[config.mk]
export PLATFORM = sky130hd
export DESIGN_NAME = dsl_top
export DESIGN_NICKNAME = d
export VERILOG_FILES = /design/src/core/dsl_pkg.sv /design/src/core/dsl_top.sv /design/src/core/dsl_shift_in.sv /design/src/core/dsl_div_chan.sv
export VERILOG_INCLUDE_DIRS = /design/src /design/src/core
export SDC_FILE = /design/constraint.sdc
export NUM_CORES = 1
export LEC_CHECK = 0
export BUFFER_PORTS_ARGS = -buffer_cell sky130_fd_sc_hd__buf_4
export CELL_PAD_IN_SITES_DETAIL_PLACEMENT = 1
export CELL_PAD_IN_SITES_GLOBAL_PLACEMENT = 2
export CORE_MARGIN = 2
export CORE_UTILIZATION = 33
export DETAILED_ROUTE_END_ITERATION = 6
export HOLD_SLACK_MARGIN = 0.1
export PLACE_DENSITY_LB_ADDON = 0.1
export SYNTH_ARGS = -nofsm -noshare
export SYNTH_HDL_FRONTEND = slang
export SYNTH_SLANG_ARGS = --single-unit
export TNS_END_PERCENT = 10
[constraint.sdc]
create_clock -name clk_i -period 4.7 [get_ports clk_i]
set_input_delay 0.94 -clock clk_i [delete_from_list [all_inputs] [get_ports clk_i]]
set_output_delay 0.94 -clock clk_i [all_outputs]
set_load 0.01 [all_outputs]
[src/core/dsl_params.svh]
// constants for the dual synthesizer serial program and lock block
`ifndef DSL_PARAMS_SVH
`define DSL_PARAMS_SVH

`define DSL_WORD_W      24
`define DSL_SEL_IF_REF  2'h0
`define DSL_SEL_IF_FB   2'h1
`define DSL_SEL_RF_REF  2'h2
`define DSL_SEL_RF_FB   2'h3
`define DSL_LATCH_RST   24'h000000

`define DSL_RATIO_HI    16
`define DSL_RATIO_LO    2
`define DSL_CUR_HI      23
`define DSL_CUR_LO      21
`define DSL_STAT_HI_BIT 20
`define DSL_STAT_LO_BIT 19
`define DSL_TRI_BIT     18
`define DSL_POL_BIT     17

`define DSL_SWAL_HI     7
`define DSL_SWAL_LO     2
`define DSL_MAIN_HI     19
`define DSL_MAIN_LO     8
`define DSL_PSEL_HI     21
`define DSL_PSEL_LO     20
`define DSL_PDOWN_BIT   22
`define DSL_GAIN_BIT    23
`define DSL_PRESC_BASE  7'h08

`define DSL_CLK_NS      8
`define DSL_ABL_NS      3
`define DSL_ABL_CYC     (((`DSL_ABL_NS) + (`DSL_CLK_NS) - 1) / (`DSL_CLK_NS))
`define DSL_LOCK_NS     15
`define DSL_LOCK_CYC    (((`DSL_LOCK_NS) / (`DSL_CLK_NS)) < 1 ? 1 : \
	((`DSL_LOCK_NS) / (`DSL_CLK_NS)))
`define DSL_UNLOCK_NS   25
`define DSL_UNLOCK_CYC  (((`DSL_UNLOCK_NS) / (`DSL_CLK_NS)) < 1 ? 1 : \
	((`DSL_UNLOCK_NS) / (`DSL_CLK_NS)))
`define DSL_LOCK_RUN    3
`define DSL_ERR_MAX     8'hff

`endif

[src/core/dsl_pkg.sv]
// types shared by the serial program and lock block
`include "dsl_params.svh"

package dsl_pkg;

	typedef logic [`DSL_WORD_W-1:0] dsl_word_t;

	typedef enum logic [3:0] {
		DSL_MUX_LOW,
		DSL_MUX_IF_DLOCK,
		DSL_MUX_IF_ALOCK,
		DSL_MUX_IF_REF,
		DSL_MUX_IF_FB,
		DSL_MUX_RF_DLOCK,
		DSL_MUX_RF_ALOCK,
		DSL_MUX_RF_REF,
		DSL_MUX_RF_FB,
		DSL_MUX_BOTH_DLOCK,
		DSL_MUX_BOTH_ALOCK,
		DSL_MUX_HIGH
	} dsl_mux_e;

	typedef struct packed {
		logic [2:0] ck;
		logic [1:0] dt;
		logic [2:0] le;
		dsl_word_t  sreg;
		logic       load;
	} dsl_shift_s;

	typedef struct packed {
		logic [2:0]  ref_sy;
		logic [2:0]  vco_sy;
		logic [14:0] rcnt;
		logic [6:0]  pcnt;
		logic [5:0]  scnt;
		logic [11:0] bcnt;
		logic        ref_ev;
		logic        fb_ev;
		logic [14:0] hr;
		logic [17:0] hf;
		logic        okr;
		logic        okf;
		logic [34:0] cfg;
	} dsl_div_s;

	typedef struct packed {
		logic [3:0][`DSL_WORD_W-1:0] lat;
		logic [1:0]                  up;
		logic [1:0]                  dn;
		logic [1:0][3:0]             abl;
		logic [1:0][7:0]             err;
		logic [1:0][1:0]             good;
		logic [1:0]                  lock;
		logic [1:0]                  al;
		logic [1:0]                  pup;
		logic [1:0]                  pdn;
		logic [1:0]                  hiz;
		logic                        smo;
		logic                        smo_oe_n;
	} dsl_top_s;

endpackage

[src/core/dsl_top.sv]
// serial programming latches, phase detector, lock detect and status mux
// Behaviour
// shift one data bit per serial clock rise
// host sends bit 23 first, bit 0 last
// strobe rise copies word into one latch
// word bits 1 and 0 pick the latch
// 00 IF ref, 01 IF fb, 10 RF ref, 11 RF fb
// ref latch: ratio 16:2, current, control bits
// fb latch: swallow, main, prescale, power, gain
// feedback divider: 6-bit swallow, 12-bit main
// detector compares reference and feedback edges
// fixed anti-backlash pulse on both pumps
// four latch bits choose the status output
// status shows digital or analog lock
// lock sets after three errors below 15 ns
// lock clears on an error above 25 ns
// analog lock: open-drain, low per error pulse
// feedback ratio is P times main plus swallow
// prescaler select: 8, 16, 32 or 64
// reference ratio 1 to 32767, field equals ratio
`timescale 1ns/1ns
`default_nettype none
`include "dsl_params.svh"

module dsl_top (
	input  wire logic       clk_i,
	input  wire logic       rstn_i,
	input  wire logic       serial_clk_i,
	input  wire logic       serial_data_i,
	input  wire logic       load_strobe_i,
	input  wire logic       ref_in_i,
	input  wire logic       if_in_i,
	input  wire logic       rf_in_i,
	output logic            if_pump_up_o,
	output logic            if_pump_dn_o,
	output logic            if_pump_hiz_o,
	output logic            rf_pump_up_o,
	output logic            rf_pump_dn_o,
	output logic            rf_pump_hiz_o,
	output logic [2:0]      if_pump_current_o,
	output logic [2:0]      rf_pump_current_o,
	output logic            if_pump_gain_o,
	output logic            rf_pump_gain_o,
	output logic            if_power_down_o,
	output logic            rf_power_down_o,
	output logic            status_mux_output_o,
	output logic            status_mux_output_oe_n_o
);

	dsl_pkg::dsl_top_s  q;
	dsl_pkg::dsl_top_s  n;
	dsl_pkg::dsl_word_t word;
	dsl_pkg::dsl_mux_e  mux_sel;
	logic               load;
	logic [1:0]         ref_ev;
	logic [1:0]         fb_ev;
	logic [1:0]         vco_pins;
	logic [1:0]         clr_w;
	logic [1:0]         bad_w;

	// two status select bits of a reference latch, high bit first
	function automatic logic [1:0] stat_bits(input dsl_pkg::dsl_word_t w);
		stat_bits = {w[`DSL_STAT_HI_BIT], w[`DSL_STAT_LO_BIT]};
	endfunction

	dsl_shift_in u_shift (
		.clk_i         (clk_i),
		.rstn_i        (rstn_i),
		.serial_clk_i  (serial_clk_i),
		.serial_data_i (serial_data_i),
		.load_strobe_i (load_strobe_i),
		.word_o        (word),
		.load_o        (load)
	);

	assign vco_pins = {rf_in_i, if_in_i};

	// channel 0 is IF, channel 1 is RF; latch 2g is reference, 2g+1 feedback
	genvar g;
	generate
		for (g = 0; g < 2; g++) begin : g_chan
			dsl_div_chan u_div (
				.clk_i     (clk_i),
				.rstn_i    (rstn_i),
				.ref_pin_i (ref_in_i),
				.vco_pin_i (vco_pins[g]),
				.ratio_i   (q.lat[2*g][`DSL_RATIO_HI:`DSL_RATIO_LO]),
				.swallow_i (q.lat[2*g+1][`DSL_SWAL_HI:`DSL_SWAL_LO]),
				.main_i    (q.lat[2*g+1][`DSL_MAIN_HI:`DSL_MAIN_LO]),
				.psel_i    (q.lat[2*g+1][`DSL_PSEL_HI:`DSL_PSEL_LO]),
				.pdown_i   (q.lat[2*g+1][`DSL_PDOWN_BIT]),
				.ref_ev_o  (ref_ev[g]),
				.fb_ev_o   (fb_ev[g])
			);
		end
	endgenerate

	assign mux_sel = dsl_pkg::dsl_mux_e'({stat_bits(q.lat[`DSL_SEL_RF_REF]),
		stat_bits(q.lat[`DSL_SEL_IF_REF])});

	always_comb begin
		logic a_ev;
		logic b_ev;
		logic clr;
		logic good;
		logic bad;
		logic both;
		logic tri_st;
		logic pdown;
		a_ev = 1'b0;
		b_ev = 1'b0;
		clr = 1'b0;
		good = 1'b0;
		bad = 1'b0;
		both = 1'b0;
		tri_st = 1'b0;
		pdown = 1'b0;
		clr_w = 2'b00;
		bad_w = 2'b00;
		n = q;
		if (load) begin
			n.lat[word[1:0]] = word;
		end
		for (int c = 0; c < 2; c++) begin
			tri_st = q.lat[2*c][`DSL_TRI_BIT];
			pdown = q.lat[2*c+1][`DSL_PDOWN_BIT];
			// positive polarity pumps up when the reference leads
			a_ev = q.lat[2*c][`DSL_POL_BIT] ? ref_ev[c] : fb_ev[c];
			b_ev = q.lat[2*c][`DSL_POL_BIT] ? fb_ev[c] : ref_ev[c];
			both = q.up[c] & q.dn[c];
			clr = both & (q.abl[c] == 4'(`DSL_ABL_CYC - 1));
			n.abl[c] = (both & ~clr) ? q.abl[c] + 4'h1 : 4'h0;
			// a new edge in the clearing cycle is kept, not lost
			n.up[c] = (q.up[c] & ~clr) | a_ev;
			n.dn[c] = (q.dn[c] & ~clr) | b_ev;
			if ((q.up[c] ^ q.dn[c]) && q.err[c] != `DSL_ERR_MAX) begin
				n.err[c] = q.err[c] + 8'h01;
			end
			good = clr & (q.err[c] <= 8'(`DSL_LOCK_CYC));
			// a saturated error means the other edge stopped coming
			bad = (clr & (q.err[c] > 8'(`DSL_UNLOCK_CYC))) |
				(q.err[c] == `DSL_ERR_MAX);
			if (clr) begin
				n.err[c] = 8'h00;
				if (!good) begin
					n.good[c] = 2'h0;
				end else if (q.good[c] != 2'(`DSL_LOCK_RUN)) begin
					n.good[c] = q.good[c] + 2'h1;
				end
			end
			if (bad) begin
				n.lock[c] = 1'b0;
			end else if (good && q.good[c] >= 2'(`DSL_LOCK_RUN - 1)) begin
				n.lock[c] = 1'b1;
			end
			if (pdown) begin
				n.up[c] = 1'b0;
				n.dn[c] = 1'b0;
				n.abl[c] = 4'h0;
				n.err[c] = 8'h00;
				n.good[c] = 2'h0;
				n.lock[c] = 1'b0;
			end
			n.pup[c] = n.up[c] & ~tri_st & ~pdown;
			n.pdn[c] = n.dn[c] & ~tri_st & ~pdown;
			n.hiz[c] = tri_st | pdown;
			n.al[c] = n.up[c] ^ n.dn[c];
			clr_w[c] = clr;
			bad_w[c] = bad;
		end
		n.smo = 1'b0;
		n.smo_oe_n = 1'b0;
		case (mux_sel)
			dsl_pkg::DSL_MUX_IF_DLOCK: begin
				n.smo = q.lock[0];
			end
			dsl_pkg::DSL_MUX_IF_ALOCK: begin
				n.smo_oe_n = ~q.al[0];
			end
			dsl_pkg::DSL_MUX_IF_REF: begin
				n.smo = ref_ev[0];
			end
			dsl_pkg::DSL_MUX_IF_FB: begin
				n.smo = fb_ev[0];
			end
			dsl_pkg::DSL_MUX_RF_DLOCK: begin
				n.smo = q.lock[1];
			end
			dsl_pkg::DSL_MUX_RF_ALOCK: begin
				n.smo_oe_n = ~q.al[1];
			end
			dsl_pkg::DSL_MUX_RF_REF: begin
				n.smo = ref_ev[1];
			end
			dsl_pkg::DSL_MUX_RF_FB: begin
				n.smo = fb_ev[1];
			end
			dsl_pkg::DSL_MUX_BOTH_DLOCK: begin
				n.smo = q.lock[0] & q.lock[1];
			end
			dsl_pkg::DSL_MUX_BOTH_ALOCK: begin
				n.smo_oe_n = ~(q.al[0] | q.al[1]);
			end
			dsl_pkg::DSL_MUX_HIGH: begin
				n.smo = 1'b1;
			end
			default: begin
				n.smo = 1'b0;
			end
		endcase
	end

	always_ff @(posedge clk_i) begin
		if (!rstn_i) begin
			q <= '0;
		end else begin
			q <= n;
		end
	end

	assign if_pump_up_o = q.pup[0];
	assign if_pump_dn_o = q.pdn[0];
	assign if_pump_hiz_o = q.hiz[0];
	assign rf_pump_up_o = q.pup[1];
	assign rf_pump_dn_o = q.pdn[1];
	assign rf_pump_hiz_o = q.hiz[1];
	assign if_pump_current_o = q.lat[`DSL_SEL_IF_REF][`DSL_CUR_HI:`DSL_CUR_LO];
	assign rf_pump_current_o = q.lat[`DSL_SEL_RF_REF][`DSL_CUR_HI:`DSL_CUR_LO];
	assign if_pump_gain_o = q.lat[`DSL_SEL_IF_FB][`DSL_GAIN_BIT];
	assign rf_pump_gain_o = q.lat[`DSL_SEL_RF_FB][`DSL_GAIN_BIT];
	assign if_power_down_o = q.lat[`DSL_SEL_IF_FB][`DSL_PDOWN_BIT];
	assign rf_power_down_o = q.lat[`DSL_SEL_RF_FB][`DSL_PDOWN_BIT];
	assign status_mux_output_o = q.smo;
	assign status_mux_output_oe_n_o = q.smo_oe_n;
endmodule
`default_nettype wire

[src/core/dsl_shift_in.sv]
// serial word shifter and load strobe edge finder
`timescale 1ns/1ns
`default_nettype none
`include "dsl_params.svh"

module dsl_shift_in (
	input  wire logic              clk_i,
	input  wire logic              rstn_i,
	input  wire logic              serial_clk_i,
	input  wire logic              serial_data_i,
	input  wire logic              load_strobe_i,
	output var dsl_pkg::dsl_word_t word_o,
	output logic                   load_o
);

	dsl_pkg::dsl_shift_s q;
	dsl_pkg::dsl_shift_s n;

	always_comb begin
		n = q;
		n.ck = {q.ck[1:0], serial_clk_i};
		n.dt = {q.dt[0], serial_data_i};
		n.le = {q.le[1:0], load_strobe_i};
		// data sits two stages deep, the same age as the clock edge
		if (q.ck[1] & ~q.ck[2]) begin
			n.sreg = {q.sreg[`DSL_WORD_W-2:0], q.dt[1]};
		end
		n.load = q.le[1] & ~q.le[2];
	end

	always_ff @(posedge clk_i) begin
		if (!rstn_i) begin
			q <= '0;
		end else begin
			q <= n;
		end
	end

	assign word_o = q.sreg;
	assign load_o = q.load;
endmodule
`default_nettype wire

[src/core/dsl_div_chan.sv]
// reference and dual-modulus feedback dividers of one synthesizer
`timescale 1ns/1ns
`default_nettype none
`include "dsl_params.svh"

module dsl_div_chan (
	input  wire logic        clk_i,
	input  wire logic        rstn_i,
	input  wire logic        ref_pin_i,
	input  wire logic        vco_pin_i,
	input  wire logic [14:0] ratio_i,
	input  wire logic [5:0]  swallow_i,
	input  wire logic [11:0] main_i,
	input  wire logic [1:0]  psel_i,
	input  wire logic        pdown_i,
	output logic             ref_ev_o,
	output logic             fb_ev_o
);

	dsl_pkg::dsl_div_s q;
	dsl_pkg::dsl_div_s n;
	logic [14:0] ratio;
	logic [11:0] bmax;
	logic [6:0]  pmod;
	logic [6:0]  mod;
	logic        ref_edge;
	logic        vco_edge;
	logic        rwrap;
	logic        pwrap;
	logic        fwrap;

	always_comb begin
		n = q;
		n.ref_sy = {q.ref_sy[1:0], ref_pin_i};
		n.vco_sy = {q.vco_sy[1:0], vco_pin_i};
		ref_edge = q.ref_sy[1] & ~q.ref_sy[2];
		vco_edge = q.vco_sy[1] & ~q.vco_sy[2];
		ratio = (ratio_i == 15'h0000) ? 15'h0001 : ratio_i;
		bmax = (main_i == 12'h000) ? 12'h001 : main_i;
		pmod = `DSL_PRESC_BASE << psel_i;
		// the swallow count runs the prescaler at P+1 first, then P
		mod = pmod + {6'h00, q.scnt != 6'h00};
		rwrap = ref_edge & (q.rcnt >= ratio - 15'h0001);
		pwrap = vco_edge & (q.pcnt >= mod - 7'h01);
		fwrap = pwrap & (q.bcnt >= bmax - 12'h001);
		if (ref_edge) begin
			n.rcnt = rwrap ? 15'h0000 : q.rcnt + 15'h0001;
			n.hr = rwrap ? 15'h0000 : q.hr + 15'h0001;
		end
		if (vco_edge) begin
			n.pcnt = pwrap ? 7'h00 : q.pcnt + 7'h01;
			n.hf = fwrap ? 18'h00000 : q.hf + 18'h00001;
		end
		if (pwrap) begin
			n.bcnt = fwrap ? 12'h000 : q.bcnt + 12'h001;
			if (q.scnt != 6'h00) begin
				n.scnt = q.scnt - 6'h01;
			end
			if (fwrap) begin
				n.scnt = swallow_i;
			end
		end
		n.ref_ev = rwrap;
		n.fb_ev = fwrap;
		n.cfg = {ratio_i, swallow_i, main_i, psel_i};
		if (rwrap) begin
			n.okr = 1'b1;
		end
		if (fwrap) begin
			n.okf = 1'b1;
		end
		if (n.cfg != q.cfg) begin
			n.okr = 1'b0;
			n.okf = 1'b0;
		end
		if (pdown_i) begin
			n.rcnt = 15'h0000;
			n.pcnt = 7'h00;
			n.bcnt = 12'h000;
			n.scnt = swallow_i;
			n.ref_ev = 1'b0;
			n.fb_ev = 1'b0;
			n.okr = 1'b0;
			n.okf = 1'b0;
		end
	end

	always_ff @(posedge clk_i) begin
		if (!rstn_i) begin
			q <= '0;
		end else begin
			q <= n;
		end
	end

	assign ref_ev_o = q.ref_ev;
	assign fb_ev_o = q.fb_ev;
endmodule
`default_nettype wire

==> results.json <==
{
  "path_clk_slew_ps": 60,
  "critPathCapture": "g_chan[1].u_div.q[86]$_SDFFE_PN0P_",
  "row_count": 71,
  "final_antenna_net_count": 0,
  "grt_overflow": 0,
  "syn_to_final_growth_pct": 14.1,
  "cts_buffers": 34,
  "ys_seq_area_share_pct": 40.5,
  "dr_total_vias": 10500,
  "grt_pass1_wl_um": 57500,
  "final_common_cell": "nand2_1",
  "root_buffer": "clkbuf_16",
  "drv_cap": 0,
  "worstReg2RegEnd": "g_chan[1].u_div.q[86]$_SDFFE_PN0P_",
  "route.detailed.drc": 0,
  "rsz0062_at_grt": "false",
  "synth_ff_type": "dfxtp_1",
  "first_iter_violations": 428,
  "syn_area_per_cell_um2": 8.14,
  "placed_cell_area_mm2": 0.0134,
  "setup_viol": 0,
  "max_stage_delay_ps": 690,
  "critical_path_peak_fanout": 13,
  "hold_class": "reg2reg",
  "path_cells": "or4_1 > nor3_2 > nand2b_1 > nor2_1 > a21oi_1 > ha_1 > nor3b_1 > xnor2_1 > ha_1 > a21o_1 > nand3_1 > o311ai_1 > a21oi_1 > nand2b_1 > nand2_1 > a211oi_1",
  "die_w_um": 201,
  "final_nets": 1684,
  "crit_type": "reg2reg",
  "setup_tns_ps": 0,
  "ys_top_cells_by_area": "dfxtp_1 (41%), ha_1 (9.6%), nand2_1 (9.3%)",
  "netlist.top_cell.by_area": "dfxtp_1",
  "ys_seq_elements": 258,
  "rr_worst_depth": 16,
  "hold_viol": 0,
  "diodes": 0,
  "synth_top_area_share_pct": 40.5,
  "routed_wl_um": 34700,
  "final_area_mm2": 0.0145,
  "cp.depth": 16,
  "status": "finished clean",
  "power-per-cell-area_mw_per_mm2": 337,
  "dp_slack_ps": 449,
  "worstPathArrival_ps": 4690,
  "clockBufferDepth": 3,
  "antenna_found_initial": 1,
  "grt_max_degree": 116,
  "final_max_slew_viol_count": 0,
  "cp_top_family": "simple AND/OR/NAND/NOR gates",
  "worst_slew_pin_slew_ps": 1010,
  "skew_ps": 15.4,
  "io_pins": 26,
  "fin_crit_sh_pct": 90.1,
  "worstSetupStartpoint": "q[128]$_SDFFE_PN0P_",
  "first_pass_iters": 6,
  "fillCellCount": 4545,
  "synth_edf_count": 0,
  "start_util_pct": 33.7,
  "startpoint_type": "register",
  "avgRoutedWirePerCell_um": 16.4,
  "die_y_um": 201,
  "hold_buffers": 0,
  "setup_slack_ps": 463,
  "place.port_buffers": 25,
  "grt_pass1_vias": 10708,
  "reg2reg_setup_slack_ps": 460,
  "cts_resized": 0,
  "dp_hpwl_um": 24300,
  "r2r-start": "q[128]$_SDFFE_PN0P_",
  "syn_inst": 1566,
  "clk_latency_ps": 540,
  "required_ps": 5150,
  "dieArea_mm2": 0.0402,
  "synth.distinct_cells": 64,
  "cts_tree": "built",
  "crit_path_top_delay_cell": "a21oi_1",
  "grt_usage_pct": 17.6,
  "placeableCoreArea_mm2": 0.0378,
  "vdd_drop_max_mv": 0.273,
  "synth_fp_nets": 1672,
  "max_slew_margin_pct": 32.7,
  "cts_max_level": 2,
  "clock_sinks": 258,
  "vias_per_cell": 4.97,
  "layout-drive-gt1-share_pct": 7.05,
  "min_period_ps": 4240,
  "p_leak_nw": 5.42,
  "setup.worst_path.end_class": "register",
  "final_cell_mix": "nand2_1 (317), dfxtp_1 (258), a21oi_1 (167), nor2_1 (165), ha_1 (98)",
  "ys_async_sr_fraction_pct": 0,
  "fmax_mhz": 236,
  "yosys_warnings": 0,
  "path_buf_inv": 0,
  "power.total_mw": 4.90,
  "synth_area_mm2": 0.0127,
  "gp_congestion": 0.765,
  "cts_setup_buffers": 0
}
-- Yosys cell counts (all sizes together) (3+ instances only) --
cell type,number
a2111oi,6
a211oi,11
a21o,9
a21oi,169
a221oi,4
a22oi,5
a31oi,6
and2,18
and3,16
and4,5
buf,17
clkbuf,44
dfxtp,258
ha,98
inv,45
mux2i,9
nand2,317
nand2b,19
nand3,44
nand3b,4
nand4,35
nor2,167
nor2b,16
nor3,33
nor4,8
o2111ai,4
o21ai,39
o221ai,4
o311ai,3
or2,6
or3,10
or4,5
xnor2,56
xor2,59
-- registers in the layout, summed over array words and instances, names as in the netlist, 2 cells and up --
signal,count
g_chan.u_div.fb_ev_o,2
g_chan.u_div.n,6
g_chan.u_div.q,83
g_chan.u_div.ref_ev_o,2
if_pump_current_o,3
mux_sel,4
q,110
rf_pump_current_o,3
u_shift.n,5
u_shift.q,3
u_shift.word_o,24
-- power by group --
part,internal [mW],leakage [nW],switching (mW)
registers,2.20,2.08,0.00745
clock network,1.61,0.562,0.997
logic,0.0241,2.78,0.0683
total,3.83,5.42,1.07
-- logic make-up (layout without fill, tap and decap cells) --
kind of cell               after synthesis  in the layout  share of synthesized area, %
muxes                                    9              9                         0.707
DFF                                    258            258                          40.5
adders and majority gates               98             98                          9.62
and+or+nand+nor                        708            708                          25.3
xor gates and xnor gates               115            115                          7.90
AOI/OAI and AO/OA                      272            272                          12.5
buffers and inverters                  106            143                          3.50
-- worst register-to-register path, delay by kind of cell (launching register included) --
family,cells,cell delay (ps)
flip-flops,1,360
XOR/XNOR,1,150
AND/OR/NAND/NOR,8,1840
AO/OA/AOI/OAI,5,1400
adder cells (fa/ha/maj),2,420
-- stage by stage --
stage | util [%] | std cells | hold WS [ps]
floorplan | - | 1566 | 367
global placement | 35.4 | 2053 | 394
detailed placement | 35.4 | 2053 | 399
CTS | 38.4 | 2114 | 408
global route | 38.4 | 2114 | 420
finish | 38.4 | 2114 | 399
-- area by class of cell --
cell class / instances / area (um^2) / area share [%]
multi-input cells: 1202 / 7140 / 49.1
flip-flops and latches: 258 / 5160 / 35.5
clock buffers: 57 / 1110 / 7.64
well taps: 511 / 639 / 4.40
inverters: 45 / 170 / 1.17
repair buffers: 37 / 290 / 2.00
clock inverters: 4 / 23.8 / 0.164
-- worst min-delay path by stage --
stage / depth (start not counted) / start / end / slack, ps
after floorplan: 1 / u_shift.q[27]$_SDFF_PN0_ / u_shift.load_o$_SDFF_PN0_ / 370
after global placement: 1 / u_shift.q[27]$_SDFF_PN0_ / u_shift.load_o$_SDFF_PN0_ / 390
after detailed placement: 1 / u_shift.q[27]$_SDFF_PN0_ / u_shift.load_o$_SDFF_PN0_ / 400
after CTS: 1 / u_shift.q[27]$_SDFF_PN0_ / u_shift.load_o$_SDFF_PN0_ / 410
after global routing: 1 / u_shift.q[27]$_SDFF_PN0_ / u_shift.load_o$_SDFF_PN0_ / 420
final: 1 / u_shift.q[27]$_SDFF_PN0_ / u_shift.load_o$_SDFF_PN0_ / 400
-- layer usage --
layer / routed length (um) / vias up / GRT usage [%]
met5: 0 / - / 0
li1: - / 5366 / -
met3: 1080 / 47 / 3.20
met4: 756 / 0 / 5.05
met2: 16000 / 96 / 28.8
met1: 16900 / 4991 / 23.7
Power figures use the tool's default switching activity.
